**src/shared/rx_event_pkg.sv**
```systemverilog
// Purpose: Shared constants and carriers for the receive-port event status
// Assumes: One device clock; register engine gives byte-wide accesses
// Notes:   Addresses are the page-relative register byte addresses
package rx_event_pkg;

    localparam int NUM_PORTS = 2;
    localparam int NUM_GPIO  = 4;
    localparam int HI_W      = 5;
    localparam int LO_W      = 7;

    // Register addresses
    localparam logic [7:0] ADDR_PORT_SEL     = 8'h4C;
    localparam logic [7:0] ADDR_CAMERA_RX    = 8'h7A;
    localparam logic [7:0] ADDR_ICR_HI       = 8'hD8;
    localparam logic [7:0] ADDR_ICR_LO       = 8'hD9;
    localparam logic [7:0] ADDR_SUMMARY_HI   = 8'hDA;
    localparam logic [7:0] ADDR_SUMMARY_LO   = 8'hDB;
    localparam logic [7:0] ADDR_FWD_GPIO_STS = 8'hDC;
    localparam logic [7:0] ADDR_FWD_GPIO_ICR = 8'hDD;
    localparam logic [7:0] ADDR_SENSOR_RISE  = 8'hDE;
    localparam logic [7:0] ADDR_SENSOR_FALL  = 8'hDF;
    // Status registers that live outside this block; reads are snooped
    localparam logic [7:0] ADDR_RX_STATUS_1  = 8'h4D;
    localparam logic [7:0] ADDR_RX_STATUS_2  = 8'h4E;

    // Reset values
    localparam logic [7:0] PORT_SEL_RESET    = 8'h00;
    localparam logic [7:0] READ_ZERO         = 8'h00;

    // Port select: bit 0 picks the page seen by reads and writes
    localparam int PORT_SEL_BIT = 0;

    // High summary bit positions
    localparam int HI_CRC   = 0;
    localparam int HI_SEQ   = 1;
    localparam int HI_ENC   = 2;
    localparam int HI_SENS  = 3;
    localparam int HI_GPIO  = 4;
    localparam int ICR_HI_W = 3;

    // Low summary bit positions
    localparam int LO_LOCK  = 0;
    localparam int LO_VALID = 1;
    localparam int LO_PAR   = 2;
    localparam int LO_CAM   = 3;
    localparam int LO_OVF   = 4;
    localparam int LO_CNT   = 5;
    localparam int LO_LEN   = 6;

    // Forward GPIO status layout: flags above, live values below
    localparam int GPIO_FLAG_LSB = 4;
    localparam int GPIO_LIVE_LSB = 0;

    // Register access from the serial register engine
    typedef struct packed {
        logic [7:0] addr;
        logic       wr;
        logic       rd;
        logic [7:0] wdata;
    } reg_req_t;

    // Per-port event sources; levels and one-cycle pulses
    typedef struct packed {
        logic port_valid;       // Level
        logic locked;           // Level
        logic sensor_change;    // Pulse, already masked upstream
        logic enc_err;          // Pulse
        logic seq_err;          // Pulse
        logic crc_err;          // Pulse
        logic line_len_chg;     // Pulse
        logic line_cnt_chg;     // Pulse
        logic overflow;         // Pulse
        logic camera_err;       // Pulse
        logic parity_err;       // Pulse
    } port_events_t;

endpackage : rx_event_pkg

```
**src/hw/sticky_flags.sv**
```systemverilog
// Purpose: A row of sticky event flags with per-bit clear
// Assumes: set and clr are on the same clock as the flags
// Notes:   A set in the clearing cycle keeps the flag high
`timescale 1ns/1ps
`default_nettype none
module sticky_flags #(
    parameter int W = 1
) (
    input  wire logic         clk,
    input  wire logic         rst,
    input  wire logic         ce,
    input  wire logic [W-1:0] set,
    input  wire logic [W-1:0] clr,
    output logic      [W-1:0] q
);

    // Set wins over clear so an event in the read cycle is kept
    always_ff @(posedge clk or posedge rst) begin
        if (rst) begin
            q <= '0;
        end else if (ce) begin
            q <= set | (q & ~clr);
        end
    end

endmodule : sticky_flags
`default_nettype wire

```
**src/hw/rx_port_event_status.sv**
```systemverilog
// Purpose: Per-port event summary, forward GPIO status and enables
// Assumes: Event inputs come from logic on SYS_CLK; no resync needed
// Notes:   Read data is registered; read-clear acts on the read edge
//
// What this block does
// - GPIO change sets high bit 4; GPIO-status read clears
// - Sensor change sets high bit 3; sensor reads clear
// - Encoding error sets high bit 2; status-two read clears
// - Sequence error sets high bit 1; status-one read clears
// - CRC error sets high bit 0; status-one read clears
// - Line length change sets low bit 6
// - Line count change sets low bit 5
// - Buffer overflow sets low bit 4
// - Camera receiver error sets low bit 3
// - Parity error sets low bit 2
// - Port valid change sets low bit 1
// - Lock change sets low bit 0
// - GPIO event flags in bits 7:4, read-clear
// - Live GPIO values in bits 3:0, no side effects
// - Status held per port, paged by port select
// - Interrupt only when matching enable bit set, except GPIO and sensor bits, which always raise it
// - Separate rise and fall enables qualify GPIO events
`timescale 1ns/1ps
`default_nettype none
module rx_port_event_status (
    input  wire logic                                  SYS_CLK,
    input  wire logic                                  RST,
    input  wire logic                                  CE,
    input  wire rx_event_pkg::reg_req_t                REG_REQ,
    output logic [7:0]                                 REG_RDATA,
    input  wire rx_event_pkg::port_events_t [1:0]      EV,
    input  wire logic [1:0][rx_event_pkg::NUM_GPIO-1:0] GPIO,
    output logic [1:0]                                 PORT_IRQ
);

    localparam int NP = rx_event_pkg::NUM_PORTS;
    localparam int NG = rx_event_pkg::NUM_GPIO;
    localparam int HW = rx_event_pkg::HI_W;
    localparam int LW = rx_event_pkg::LO_W;
    localparam int IW = rx_event_pkg::ICR_HI_W;

    logic [7:0]    port_sel;
    logic          page;
    logic [HW-1:0] hi_q        [NP];
    logic [LW-1:0] lo_q        [NP];
    logic [NG-1:0] gpio_flag   [NP];
    logic [IW-1:0] icr_hi      [NP];
    logic [LW-1:0] icr_lo      [NP];
    logic [2*NG-1:0] gpio_icr  [NP];
    logic [NG-1:0] gpio_prev   [NP];
    logic          valid_prev  [NP];
    logic          lock_prev   [NP];
    logic [7:0]    rd_mux;

    // Address decode of the incoming access
    wire rd_any  = REG_REQ.rd && CE;
    wire wr_any  = REG_REQ.wr && CE;
    wire a_sts1  = REG_REQ.addr == rx_event_pkg::ADDR_RX_STATUS_1;
    wire a_sts2  = REG_REQ.addr == rx_event_pkg::ADDR_RX_STATUS_2;
    wire a_cam   = REG_REQ.addr == rx_event_pkg::ADDR_CAMERA_RX;
    wire a_sens  = (REG_REQ.addr == rx_event_pkg::ADDR_SENSOR_RISE) ||
                   (REG_REQ.addr == rx_event_pkg::ADDR_SENSOR_FALL);
    wire a_gsts  = REG_REQ.addr == rx_event_pkg::ADDR_FWD_GPIO_STS;
    wire a_psel  = REG_REQ.addr == rx_event_pkg::ADDR_PORT_SEL;
    wire a_ichi  = REG_REQ.addr == rx_event_pkg::ADDR_ICR_HI;
    wire a_iclo  = REG_REQ.addr == rx_event_pkg::ADDR_ICR_LO;
    wire a_gicr  = REG_REQ.addr == rx_event_pkg::ADDR_FWD_GPIO_ICR;

    assign page = port_sel[rx_event_pkg::PORT_SEL_BIT];

    // Port select page register; shared by both ports
    always_ff @(posedge SYS_CLK or posedge RST) begin
        if (RST) begin
            port_sel <= rx_event_pkg::PORT_SEL_RESET;
        end else if (wr_any && a_psel) begin
            port_sel <= REG_REQ.wdata;
        end
    end

    genvar p;
    generate
        for (p = 0; p < NP; p++) begin : g_port
            logic [HW-1:0] hi_set;
            logic [HW-1:0] hi_clr;
            logic [LW-1:0] lo_set;
            logic [LW-1:0] lo_clr;
            logic [NG-1:0] rise;
            logic [NG-1:0] fall;
            logic [NG-1:0] gpio_ev;

            // Accesses reach only the paged port's copy
            wire sel     = page == 1'(p);
            wire rd_sts1 = rd_any && sel && a_sts1;
            wire rd_sts2 = rd_any && sel && a_sts2;
            wire rd_cam  = rd_any && sel && a_cam;
            wire rd_sens = rd_any && sel && a_sens;
            wire rd_gsts = rd_any && sel && a_gsts;
            wire wr_sel  = wr_any && sel;

            // GPIO edges, each direction gated by its own enable
            assign rise = GPIO[p] & ~gpio_prev[p];
            assign fall = ~GPIO[p] & gpio_prev[p];
            for (genvar g = 0; g < NG; g++) begin : g_gpio
                assign gpio_ev[g] = (rise[g] && gpio_icr[p][2*g]) ||
                                    (fall[g] && gpio_icr[p][2*g+1]);
            end

            // High summary sources and clearing reads
            assign hi_set[rx_event_pkg::HI_GPIO] = |gpio_ev;
            assign hi_clr[rx_event_pkg::HI_GPIO] = rd_gsts;
            assign hi_set[rx_event_pkg::HI_SENS] = EV[p].sensor_change;
            assign hi_clr[rx_event_pkg::HI_SENS] = rd_sens;
            assign hi_set[rx_event_pkg::HI_ENC]  = EV[p].enc_err;
            assign hi_clr[rx_event_pkg::HI_ENC]  = rd_sts2;
            assign hi_set[rx_event_pkg::HI_SEQ]  = EV[p].seq_err;
            assign hi_clr[rx_event_pkg::HI_SEQ]  = rd_sts1;
            assign hi_set[rx_event_pkg::HI_CRC]  = EV[p].crc_err;
            assign hi_clr[rx_event_pkg::HI_CRC]  = rd_sts1;

            // Low summary sources and clearing reads
            assign lo_set[rx_event_pkg::LO_LEN]   = EV[p].line_len_chg;
            assign lo_clr[rx_event_pkg::LO_LEN]   = rd_sts2;
            assign lo_set[rx_event_pkg::LO_CNT]   = EV[p].line_cnt_chg;
            assign lo_clr[rx_event_pkg::LO_CNT]   = rd_sts2;
            assign lo_set[rx_event_pkg::LO_OVF]   = EV[p].overflow;
            assign lo_clr[rx_event_pkg::LO_OVF]   = rd_sts2;
            assign lo_set[rx_event_pkg::LO_CAM]   = EV[p].camera_err;
            assign lo_clr[rx_event_pkg::LO_CAM]   = rd_cam;
            assign lo_set[rx_event_pkg::LO_PAR]   = EV[p].parity_err;
            assign lo_clr[rx_event_pkg::LO_PAR]   = rd_sts1;
            assign lo_set[rx_event_pkg::LO_VALID] =
                EV[p].port_valid ^ valid_prev[p];
            assign lo_clr[rx_event_pkg::LO_VALID] = rd_sts1;
            assign lo_set[rx_event_pkg::LO_LOCK]  =
                EV[p].locked ^ lock_prev[p];
            assign lo_clr[rx_event_pkg::LO_LOCK]  = rd_sts1;

            // Sticky rows; set beats the clearing read
            sticky_flags #(.W(HW)) u_hi (
                .clk (SYS_CLK),
                .rst (RST),
                .ce  (CE),
                .set (hi_set),
                .clr (hi_clr),
                .q   (hi_q[p])
            );
            sticky_flags #(.W(LW)) u_lo (
                .clk (SYS_CLK),
                .rst (RST),
                .ce  (CE),
                .set (lo_set),
                .clr (lo_clr),
                .q   (lo_q[p])
            );
            sticky_flags #(.W(NG)) u_gpio (
                .clk (SYS_CLK),
                .rst (RST),
                .ce  (CE),
                .set (gpio_ev),
                .clr ({NG{rd_gsts}}),
                .q   (gpio_flag[p])
            );

            // Previous levels for change and edge detection
            always_ff @(posedge SYS_CLK or posedge RST) begin
                if (RST) begin
                    gpio_prev[p]  <= '0;
                    valid_prev[p] <= 1'b0;
                    lock_prev[p]  <= 1'b0;
                end else if (CE) begin
                    gpio_prev[p]  <= GPIO[p];
                    valid_prev[p] <= EV[p].port_valid;
                    lock_prev[p]  <= EV[p].locked;
                end
            end

            // Per-port enable registers, written through the page
            always_ff @(posedge SYS_CLK or posedge RST) begin
                if (RST) begin
                    icr_hi[p]   <= '0;
                    icr_lo[p]   <= '0;
                    gpio_icr[p] <= '0;
                end else if (wr_sel) begin
                    if (a_ichi) icr_hi[p]   <= REG_REQ.wdata[IW-1:0];
                    if (a_iclo) icr_lo[p]   <= REG_REQ.wdata[LW-1:0];
                    if (a_gicr) gpio_icr[p] <= REG_REQ.wdata;
                end
            end

            // Status always records; only enabled bits raise the line.
            // GPIO and sensor bits are already qualified upstream.
            assign PORT_IRQ[p] = |(hi_q[p][IW-1:0] & icr_hi[p]) ||
                                 |(lo_q[p] & icr_lo[p]) ||
                                 hi_q[p][rx_event_pkg::HI_GPIO] ||
                                 hi_q[p][rx_event_pkg::HI_SENS];
        end
    endgenerate

    // Read mux over the paged port; unmapped addresses read zero
    wire [7:0] rd_hi   = {{(8-HW){1'b0}}, hi_q[page]};
    wire [7:0] rd_lo   = {{(8-LW){1'b0}}, lo_q[page]};
    wire [7:0] rd_fwd  = {gpio_flag[page], GPIO[page]};
    wire [7:0] rd_ichi = {{(8-IW){1'b0}}, icr_hi[page]};
    wire [7:0] rd_iclo = {{(8-LW){1'b0}}, icr_lo[page]};

    always_comb begin
        case (REG_REQ.addr)
            rx_event_pkg::ADDR_PORT_SEL:     rd_mux = port_sel;
            rx_event_pkg::ADDR_ICR_HI:       rd_mux = rd_ichi;
            rx_event_pkg::ADDR_ICR_LO:       rd_mux = rd_iclo;
            rx_event_pkg::ADDR_SUMMARY_HI:   rd_mux = rd_hi;
            rx_event_pkg::ADDR_SUMMARY_LO:   rd_mux = rd_lo;
            rx_event_pkg::ADDR_FWD_GPIO_STS: rd_mux = rd_fwd;
            rx_event_pkg::ADDR_FWD_GPIO_ICR: rd_mux = gpio_icr[page];
            default:                         rd_mux = rx_event_pkg::READ_ZERO;
        endcase
    end

    // Data captured on the read edge, before the clear takes effect
    always_ff @(posedge SYS_CLK or posedge RST) begin
        if (RST) begin
            REG_RDATA <= rx_event_pkg::READ_ZERO;
        end else if (rd_any) begin
            REG_RDATA <= rd_mux;
        end
    end

    wire p0     = page == 1'b0;
    wire rd0    = rd_any && p0;
endmodule : rx_port_event_status
`default_nettype wire

```
**config.mk**
```make
export PLATFORM = sky130hd
export DESIGN_NAME = rx_port_event_status
export DESIGN_NICKNAME = d
export VERILOG_FILES = /design/src/shared/rx_event_pkg.sv /design/src/hw/sticky_flags.sv /design/src/hw/rx_port_event_status.sv
export SDC_FILE = /design/constraint.sdc
export NUM_CORES = 1
export LEC_CHECK = 0
export BUFFER_PORTS_ARGS = -buffer_cell sky130_fd_sc_hd__buf_2
export CAP_MARGIN = 25
export CORE_MARGIN = 3
export CORE_UTILIZATION = 55
export DETAILED_ROUTE_END_ITERATION = 6
export HOLD_SLACK_MARGIN = 0.15
export PLACE_DENSITY = 0.76
export SKIP_LAST_GASP = 1
export SLEW_MARGIN = 15
export SYNTH_ARGS = -nofsm -noshare
export SYNTH_HDL_FRONTEND = slang
export SYNTH_SLANG_ARGS = --single-unit
```
**constraint.sdc**
```tcl
create_clock -name SYS_CLK -period 8 [get_ports SYS_CLK]
set_clock_uncertainty 0.05 [all_clocks]
set_input_delay 0.8 -clock SYS_CLK [delete_from_list [all_inputs] [get_ports SYS_CLK]]
set_output_delay 0.8 -clock SYS_CLK [all_outputs]
set_load 0.1 [all_outputs]
```
# Word level (Yosys, flattened, before mapping)
# Cells that the tools add are included.
[word_totals] output_inout_bits=10 reg_bits=96
[op_classes] n_reduce_logical=60 n_bitwise=36 order_cmp=2 n_eq_ne=12 mux=21
[ops] cell="== test 8 bit, second input constant" count=8
[ops] cell="case mux 8 bit (7 select lines)" count=1
[ops] cell="two-way mux 7 bit" count=6
[ops] cell="logical AND 1 bit" count=33
[ops] cell="== test 8 x 7 -> 1 bit, second input constant" count=4
[ops] cell="bitwise AND 7 bit" count=4
[ops] cell="bitwise AND 4 bit" count=6
[ops] cell="two-way mux 8 bit" count=3
[ops] cell="inverter 4 bit" count=6
[ops] cell="two-way mux 4 bit" count=5
[ops] cell="logical OR 1 bit" count=15
[ops] cell="two-way mux 5 bit" count=3
[ops] cell="inverter 7 bit" count=2
[ops] cell="bitwise OR 7 bit" count=2
[ops] cell="OR reduction 7 bit" count=2
[ops] cell="AND reduction 2 bit" count=6
[ops] cell="bitwise AND 5 bit" count=2
[ops] cell="inverter 5 bit" count=2
[ops] cell="bitwise OR 5 bit" count=2
[ops] cell="two-way mux 3 bit" count=3
[ops] cell="bitwise OR 4 bit" count=2
[ops] cell="OR reduction 4 bit" count=2
[ops] cell="bitwise AND 3 bit" count=2
[ops] cell="OR reduction 3 bit" count=2
[ops] cell="other kinds (5)" count=8

# Logic depth before layout (Yosys ltp)
# Gate-level depths: netlist (run 1).
[depth] depth_word=6 ltp_mapped=7 mapped_depth_nobuf=5

# Cells and area by module
# A second synthesis (run 1) with hierarchy kept.
[unflattened] cells_unflattened=414 area_unflattened_um2=5013.6
[modules_own_cells] module="rx_port_event_status" n_inst=1 seq_area_each_um2=1601.5 cells_each=306 area_per_inst_um2=3712.3
[modules_own_cells] module="sticky_flags (g_port[0].u_lo ...)" n_inst=2 seq_area_each_um2=175.2 cells_each=23 area_per_inst_um2=282.8
[modules_own_cells] module="sticky_flags (g_port[0].u_hi ...)" n_inst=2 seq_area_each_um2=125.1 cells_each=17 area_per_inst_um2=202.7
[modules_own_cells] module="sticky_flags (g_port[0].u_gpio ...)" n_inst=2 seq_area_each_um2=100.1 cells_each=14 area_per_inst_um2=165.2

# Worst setup path after synthesis (run 1)
# No wires, ideal clock.
[synth_timing] path_type="register to output" from="register icr_lo[10] (netlist name)" to="output PORT_IRQ[0]" path_slack_ns=5.407 path_stages_with_launch=4 arrival_ns=1.743 required_ns=7.150 cell_sequence="dfrtp_1 a22o_1 a2111oi_0 nand3_1"
[synth_between] elab_chain_cells=5
[synth_rtl] item="from (decl)" line_no="rx_port_event_status.sv:48" rtl="logic [LW-1:0] icr_lo [NP];"
[synth_rtl] item="from (signal, indexed assignment)" line_no="rx_port_event_status.sv:185" rtl="if (a_iclo) icr_lo[p] <= REG_REQ.wdata[LW-1:0];"
[synth_rtl] item="bitwise AND 7 bit" line_no="rx_port_event_status.sv:193" rtl="|(lo_q[p] & icr_lo[p]) ||"
[synth_rtl] item="OR reduction 7 bit" line_no="rx_port_event_status.sv:193"
[synth_rtl] item="logical OR 1 bit" line_no="rx_port_event_status.sv:192" rtl="assign PORT_IRQ[p] = |(hi_q[p][IW-1:0] & icr_hi[p]) ||"
[synth_rtl] item="logical OR 1 bit" line_no="rx_port_event_status.sv:193"
[synth_rtl] item="logical OR 1 bit" line_no="rx_port_event_status.sv:194" rtl="hi_q[p][rx_event_pkg::HI_GPIO] ||"
[synth_rtl] item="to (decl)" line_no="rx_port_event_status.sv:33" rtl="output logic [1:0] PORT_IRQ"
# Every way passes these cells.

# Final worst setup path (run 1)
[layout_timing] from="register icr_lo[3] (netlist name)" to="output PORT_IRQ[1]"
# Same word-level chain as after synthesis.

==> results of run 1 <==
[critical path, stage by stage (launching register included)]
cell                        delay [ns]
sky130_fd_sc_hd__dfrtp_1          0.42
sky130_fd_sc_hd__a22o_1           0.25
sky130_fd_sc_hd__a2111oi_0        0.65
sky130_fd_sc_hd__nand3_1          0.19
sky130_fd_sc_hd__buf_2            0.34
[kinds of logic after synthesis]
logic type                synth area share
and+or+nand+nor                      0.124
DFF                                  0.509
muxes                                0.220
AOI/OAI and AO/OA                    0.122
buffers and inverters               0.0180
xor gates and xnor gates           0.00742
[layer usage]
metal  up-vias  track usage  part of all wire  routed length (um)
met5         -            0                 0                   0
met4         0       0.0651             0.017                 195
met3        18       0.0658             0.077                 908
met2       147        0.388              0.47                5500
met1      1747        0.363              0.44                5130
li1       1564            -                 -                   -
[cell type report]
| type | count | area share |
|---|---|---|
| sequential | 96 | 0.454 |
| multi-input combinational | 267 | 0.423 |
| timing repair buffer | 62 | 0.0596 |
| clock buffer | 11 | 0.0267 |
| tap | 105 | 0.0248 |
| clock inverter | 4 | 0.0102 |
| inverter | 2 | 0.00166 |
[state kept, by name (all words and copies together), names as in the netlist]
register / cells
lock_prev: 2
g_port.u_gpio.q: 8
port_sel: 8
g_port.u_hi.q: 10
gpio_icr: 16
gpio_prev: 8
REG_RDATA: 8
icr_hi: 6
valid_prev: 2
g_port.u_lo.q: 14
icr_lo: 14
[placed cells by master (no fill, tap or decap), drive strengths merged, types with 5 or more instances in the layout]
master  count
o21ai      14
a22oi       7
mux4       11
nand2      45
a21oi       7
nor2       13
nand3      12
dfrtp      96
mux2       64
clkbuf     11
buf        62
nand3b      9
nand4       5
a22o       29
mux2i       7
[report_power, final]
group          internal [uW]  switching [uW]  leakage [uW]
registers                498            9.26       0.00119
logic                   35.5            49.9       0.00104
clock network            153             169     0.0000920
[per-stage QoR]
stage	area [um2]	cells	hold slack, ns
after global placement	5090	532	0.407
final	5290	547	0.435
after detailed placement	5090	532	0.413
after CTS	5290	547	0.436
after floorplan	4720	380	0.391
after global routing	5290	547	0.464
[worst paths after layout]
path | start | to | slack [ns]
max reg2reg | port_sel[0] | REG_RDATA[3] | 5.76
min | REG_RDATA[4] | REG_RDATA[4] | 0.44
min in group asynchronous | RST | icr_hi[1] | 0.50
max in group asynchronous | RST | port_sel[1] | 6.29
max | icr_lo[3] | PORT_IRQ[1] | 4.93
min reg2reg | REG_RDATA[4] | REG_RDATA[4] | 0.44
==> impl_metrics.json, run 1 <==
{
  "cts_hold_repair.buffers": 0,
  "avgSynthCellArea_um2": 12.4,
  "final.min_clock_period_ns": 3.07,
  "clkLatencyLatePin_ns": 0.37,
  "ant_nets": 0,
  "result_of_the_run": "completed",
  "htree_levels": 3,
  "dominantRegCellSynth": "sky130_fd_sc_hd__dfrtp_1",
  "postCtsSetupRepairBufs": 0,
  "route.vias.total": 3476,
  "timing.critical_path.arrival_ns": 2.22,
  "timing_worst_setup_path_type": "reg2out",
  "clkSinkCount": 96,
  "ys_async_sr_fraction": 1.00,
  "final.setup.tns_ns": 0,
  "power.static_leakage_uw": 0.00232,
  "number_of_instances_in_the_synthesized_netlist": 380,
  "start_util": 0.572,
  "post_synth_most_frequent_cells": "96 x sky130_fd_sc_hd__dfrtp_1, 64 x sky130_fd_sc_hd__mux2_2, 45 x sky130_fd_sc_hd__nand2_1",
  "placeableCoreArea_um2": 8260,
  "final_hold_viol_count": 0,
  "layout.core_utilization": 0.640,
  "yosys-top-cells-area": "sky130_fd_sc_hd__dfrtp_1 51%, sky130_fd_sc_hd__mux2_2 15%, sky130_fd_sc_hd__a22o_1 5.4%, sky130_fd_sc_hd__mux4_2 5.2%, sky130_fd_sc_hd__nand2_1 3.6%",
  "clock_tree.buffer_depth": 2,
  "timing.critical_path.from_type": "register",
  "area.growth.synth_to_final_pct": 12.0,
  "detailedRoute.firstPassIterationCount": 6,
  "synth_top_cell_by_area": "sky130_fd_sc_hd__dfrtp_1",
  "grt_overflow_total": 0,
  "number_of_clock_buffers_inserted_by_tritoncts": 9,
  "cap_viol_max_count": 0,
  "final.period_utilization": 0.384,
  "final.fill_count": 683,
  "groute.usage.overall": 0.253,
  "worst_setup_hold_path_clk_slew_ns": 0.09,
  "final.setup.worst_slack_ns": 4.93,
  "fmax_mhz": 326,
  "vias_in_the_first_global_route": 3467,
  "fin_nets": 489,
  "final-max-slew-violation-count": 0,
  "insertedDiodeCount": 0,
  "ys_seq_area_frac": 0.509,
  "setup-violations-final": 0,
  "post_cts_resized": 0,
  "final_layout_size_suffix_gt1_frac": 0.371,
  "grt_start_max_net_pins": 53,
  "cts_root_buffer": "sky130_fd_sc_hd__clkbuf_8",
  "portBuffers": 60,
  "rsz0062_at_grt": "no",
  "post_layout_power_uw": 914,
  "worstSetupEndpointType": "primary output",
  "rr_worst_depth": 6,
  "remaining_drc_errors": 0,
  "syn_area_um2": 4720,
  "postSynthRegisterBits": 96,
  "dp_hpwl_um": 8610,
  "floorplan.die_area_um2": 9730,
  "post-synth-top-count-cell": "sky130_fd_sc_hd__dfrtp_1",
  "grt_pass1_wl_um": 18800,
  "drt-vias-per-instance": 6.35,
  "place_congestion": 0.958,
  "cts_tree": "built",
  "post_drt_wl_per_cell_um": 21.5,
  "routed_wirelength_um": 11700,
  "yosysUniqueCellTypes": 49,
  "multi_input_area_um2": 2230,
  "antenna_found_initial": 0,
  "power_density_over_the_cells_nw_per_um2": 173,
  "die_width_um": 98.7,
  "minimum_setup_slack_after_placement_ns": 4.99,
  "worst-path-max-fanout": 3,
  "vdd.ir_drop.worst_v": 0.0000932,
  "synth_nets": 431,
  "slew_headroom": 0.323,
  "ioPinCount": 61,
  "hp-class": "reg2reg",
  "worst_slew_pin_slew_ns": 1.01,
  "drt_iter0_markers": 208,
  "critical_path_required_ns": 7.15,
  "die_height_um": 98.7,
  "area.sequential_um2": 2400,
  "yosys_warnings": 0,
  "fp-row-count": 33,
  "fraction_of_post_synthesis_cell_area_in_the_top_cell_type_by_area": 0.509,
  "number_of_synthesized_flops_with_an_enable_pin": 0,
  "timing.hold.worst_path_depth": 2
}
Power figures use the tool's default switching activity.
==> run 2, diff against run 1 <==
--- a/config.mk
+++ b/config.mk
@@ -5,6 +5,7 @@
 export SDC_FILE = /design/constraint.sdc
 export NUM_CORES = 1
 export LEC_CHECK = 0
+export ABC_AREA = 1
 export BUFFER_PORTS_ARGS = -buffer_cell sky130_fd_sc_hd__buf_2
 export CAP_MARGIN = 25
 export CORE_MARGIN = 3
==> constraint.sdc (replaced) <==
create_clock -name SYS_CLK -period 3.2 [get_ports SYS_CLK]
set_clock_uncertainty 0.05 [all_clocks]
set_input_delay 0.32 -clock SYS_CLK [delete_from_list [all_inputs] [get_ports SYS_CLK]]
set_output_delay 0.32 -clock SYS_CLK [all_outputs]
set_load 0.1 [all_outputs]
==> run 2 against run 1 <==
  * Utilization rose by 1.9 points
  * Worst hold slack got worse by 0.28 ns
  * Non-clock buffer count is 26 higher
  * Synthesized cell count grew 76%
  * Setup slack got worse by 3.7 ns
  * Sequential cell count unchanged
  * Critical path type unchanged
  * Critical endpoint is now PORT_IRQ[0]
==> impl_metrics.json, run 2 <==
{
  "insertedDiodeCount": 0,
  "ant_nets": 0,
  "timing.hold.worst_path_depth": 3,
  "grt_pass1_wl_um": 23500,
  "clkLatencyLatePin_ns": 0.36,
  "cts_root_buffer": "sky130_fd_sc_hd__clkbuf_8",
  "leading_cell_types_in_the_layout_fill_and_taps_excluded": "260 x sky130_fd_sc_hd__nand2_1, 96 x sky130_fd_sc_hd__dfrtp_1, 79 x sky130_fd_sc_hd__o21ai_0, 60 x sky130_fd_sc_hd__buf_2, 55 x sky130_fd_sc_hd__nand3_1",
  "post_synth_most_frequent_cells": "260 x sky130_fd_sc_hd__nand2_1, 96 x sky130_fd_sc_hd__dfrtp_1, 79 x sky130_fd_sc_hd__o21ai_0",
  "floorplan.die_area_um2": 10200,
  "placeableCoreArea_um2": 8760,
  "die_width_um": 101,
  "clock_tree.buffer_depth": 2,
  "yosysUniqueCellTypes": 27,
  "largest_register_ffs": 16,
  "reg2reg_setup_slack_ns": 1.24,
  "yosys-top-cells-area": "sky130_fd_sc_hd__dfrtp_1 48%, sky130_fd_sc_hd__nand2_1 20%, sky130_fd_sc_hd__o21ai_0 8.0%, sky130_fd_sc_hd__nand3_1 5.5%, sky130_fd_sc_hd__inv_1 3.8%",
  "multi_input_area_um2": 2240,
  "fin_nets": 796,
  "yosys.area_share.xor_xnor": 0,
  "worst_setup_hold_path_clk_slew_ns": 0.10,
  "grt_overflow_total": 0,
  "register_containing_the_most_flip_flops_in_the_final_layout": "gpio_icr",
  "drt_iter0_markers": 369,
  "number_of_instances_in_the_synthesized_netlist": 670,
  "vdd.ir_drop.worst_v": 0.000217,
  "combinational_family_with_the_most_area_after_synthesis": "simple AND/OR/NAND/NOR gates",
  "layout.cells.most_common": "sky130_fd_sc_hd__nand2_1",
  "result_of_the_run": "completed",
  "start_util": 0.567,
  "synthMuxAreaShare": 0,
  "portBuffers": 60,
  "remaining_drc_errors": 0,
  "number_of_clock_buffers_inserted_by_tritoncts": 9,
  "holdCritStartpoint": "EV[20]",
  "worstSetupEndpointType": "primary output",
  "groute.usage.overall": 0.300,
  "ys_seq_area_frac": 0.484,
  "power.static_leakage_uw": 0.00306,
  "cts_tree": "built",
  "htree_levels": 3,
  "place_congestion": 0.967,
  "final.period_utilization": 0.629,
  "reg_top3": "gpio_icr x16, g_port.u_lo.q x14, icr_lo x14",
  "yosys_warnings": 0,
  "fp-row-count": 34,
  "post_cts_resized": 0,
  "routed_wirelength_um": 14600,
  "synth_compound_area_frac": 0.139,
  "syn_area_um2": 4970,
  "cts_hold_repair.buffers": 21,
  "area.sequential_um2": 2400,
  "dp_hpwl_um": 10600,
  "rsz0062_at_grt": "no",
  "ys_async_sr_fraction": 1.00,
  "post_layout_power_uw": 2370,
  "drt-vias-per-instance": 5.58,
  "fraction_of_post_synthesis_cell_area_in_the_top_cell_type_by_area": 0.484,
  "antenna_found_initial": 0,
  "detailedRoute.firstPassIterationCount": 5,
  "fmax_mhz": 497,
  "post_drt_wl_per_cell_um": 17.0,
  "final_hold_viol_count": 0,
  "post-synth-top-count-cell": "sky130_fd_sc_hd__nand2_1",
  "hp-class": "in2reg",
  "regToRegEndpoint": "g_port[0].u_hi.q[1]",
  "rr_worst_depth": 4,
  "critical_path_required_ns": 2.83,
  "holdPathEnd": "lock_prev[0]",
  "clkSinkCount": 96,
  "grt_start_max_net_pins": 57,
  "cap_viol_max_count": 0,
  "final-max-slew-violation-count": 0,
  "postSynthRegisterBits": 96,
  "final.hold.worst_slack_ns": 0.159,
  "worst-path-max-fanout": 3,
  "final.setup.tns_ns": 0,
  "number_of_synthesized_flops_with_an_enable_pin": 0,
  "final.min_clock_period_ns": 2.01,
  "timing.critical_path.from_type": "register",
  "slew_headroom": 0.472,
  "worst_slew_pin_slew_ns": 0.789,
  "rr_startpoint": "port_sel[0]",
  "power_density_over_the_cells_nw_per_um2": 410,
  "die_height_um": 101,
  "area.growth.synth_to_final_pct": 16.3,
  "minimum_setup_slack_after_placement_ns": 0.969,
  "avgSynthCellArea_um2": 7.41,
  "timing_worst_setup_path_type": "reg2out",
  "route.vias.total": 4790,
  "vias_in_the_first_global_route": 4620,
  "final_layout_size_suffix_gt1_frac": 0.129,
  "timing.critical_path.arrival_ns": 1.64,
  "postCtsSetupRepairBufs": 0,
  "setup-violations-final": 0,
  "final.setup.worst_slack_ns": 1.19,
  "final.fill_count": 802,
  "synth_nets": 721,
  "synth_top_cell_by_area": "sky130_fd_sc_hd__dfrtp_1",
  "post_synth_and_or_nand_nor_area_fraction": 0.312,
  "ioPinCount": 61,
  "yosys.area_share.adder": 0,
  "dominantRegCellSynth": "sky130_fd_sc_hd__dfrtp_1"
}
-- run 2: cell types whose count changed after synthesis, sizes merged, moves of 7 or more --
| cell | previous run | this run |
|---|---|---|
| a22o | 29 | 16 |
| o21ai | 14 | 80 |
| a22oi | 7 | 0 |
| nand3b | 9 | 0 |
| nor2 | 13 | 46 |
| mux4 | 11 | 0 |
| inv | 2 | 53 |
| mux2 | 64 | 0 |
| nand2 | 45 | 264 |
| mux2i | 7 | 0 |
| a21oi | 7 | 14 |
| buf | 9 | 18 |
| nand3 | 12 | 55 |
-- run 2: worst max-delay path, stage by stage, from the launching register on --
cell and delay (ns):
sky130_fd_sc_hd__dfrtp_1 0.43, sky130_fd_sc_hd__nand2_1 0.09, sky130_fd_sc_hd__nand3_1 0.09, sky130_fd_sc_hd__a221oi_1 0.23
sky130_fd_sc_hd__nand3_1 0.12, sky130_fd_sc_hd__buf_2 0.31
-- run 2: worst max path at each step --
stage	start	to	slack, ns	cells after the start
2_1_floorplan	RST	REG_RDATA[0]	0.32	1
3_3_place_gp	REG_REQ[15]	icr_lo[12]	1.07	7
3_5_place_dp	REG_REQ[15]	icr_lo[13]	0.97	7
4_1_cts	g_port[0].u_lo.q[6]	PORT_IRQ[0]	1.18	5
5_1_grt	REG_REQ[15]	icr_lo[13]	1.02	7
6_report	g_port[0].u_lo.q[6]	PORT_IRQ[0]	1.19	5
-- run 2: routing by layer --
| metal | track usage | vias up | share of wire |
|---|---|---|---|
| li1 | - | 2319 | - |
| met1 | 0.391 | 2249 | 0.42 |
| met2 | 0.489 | 184 | 0.48 |
| met3 | 0.0595 | 38 | 0.069 |
| met4 | 0.126 | 0 | 0.040 |
| met5 | 0 | - | 0 |
-- run 2: per-stage QoR --
stage	cells	area [um2]	util
floorplan	670	4970	-
global placement	819	5340	0.609
detailed placement	819	5340	0.609
CTS	856	5750	0.656
global route	858	5780	0.659
finish	858	5780	0.659
-- run 2: cells by family (layout without fill, tap and decap cells) --
kind of cell    Yosys count  in the layout
flops                    96             96
compound gates          121            121
buf+inv                  79            159
simple gates            374            374
-- run 2: area by class of cell --
cell class	count	share of cell area
Sequential cell	96	0.416
Multi-Input combinational cell	495	0.388
Timing Repair Buffer	88	0.102
Inverter	55	0.0360
Tap cell	108	0.0234
Clock buffer	9	0.0214
Clock inverter	7	0.0132
-- run 2: power by group --
part | switching, uW | leakage, uW | total, uW | internal [uW]
Sequential | 18.4 | 0.00108 | 1260 | 1240
Clock | 451 | 0.0000966 | 820 | 369
Combinational | 194 | 0.00189 | 284 | 90.7
Total | 663 | 0.00306 | 2370 | 1700
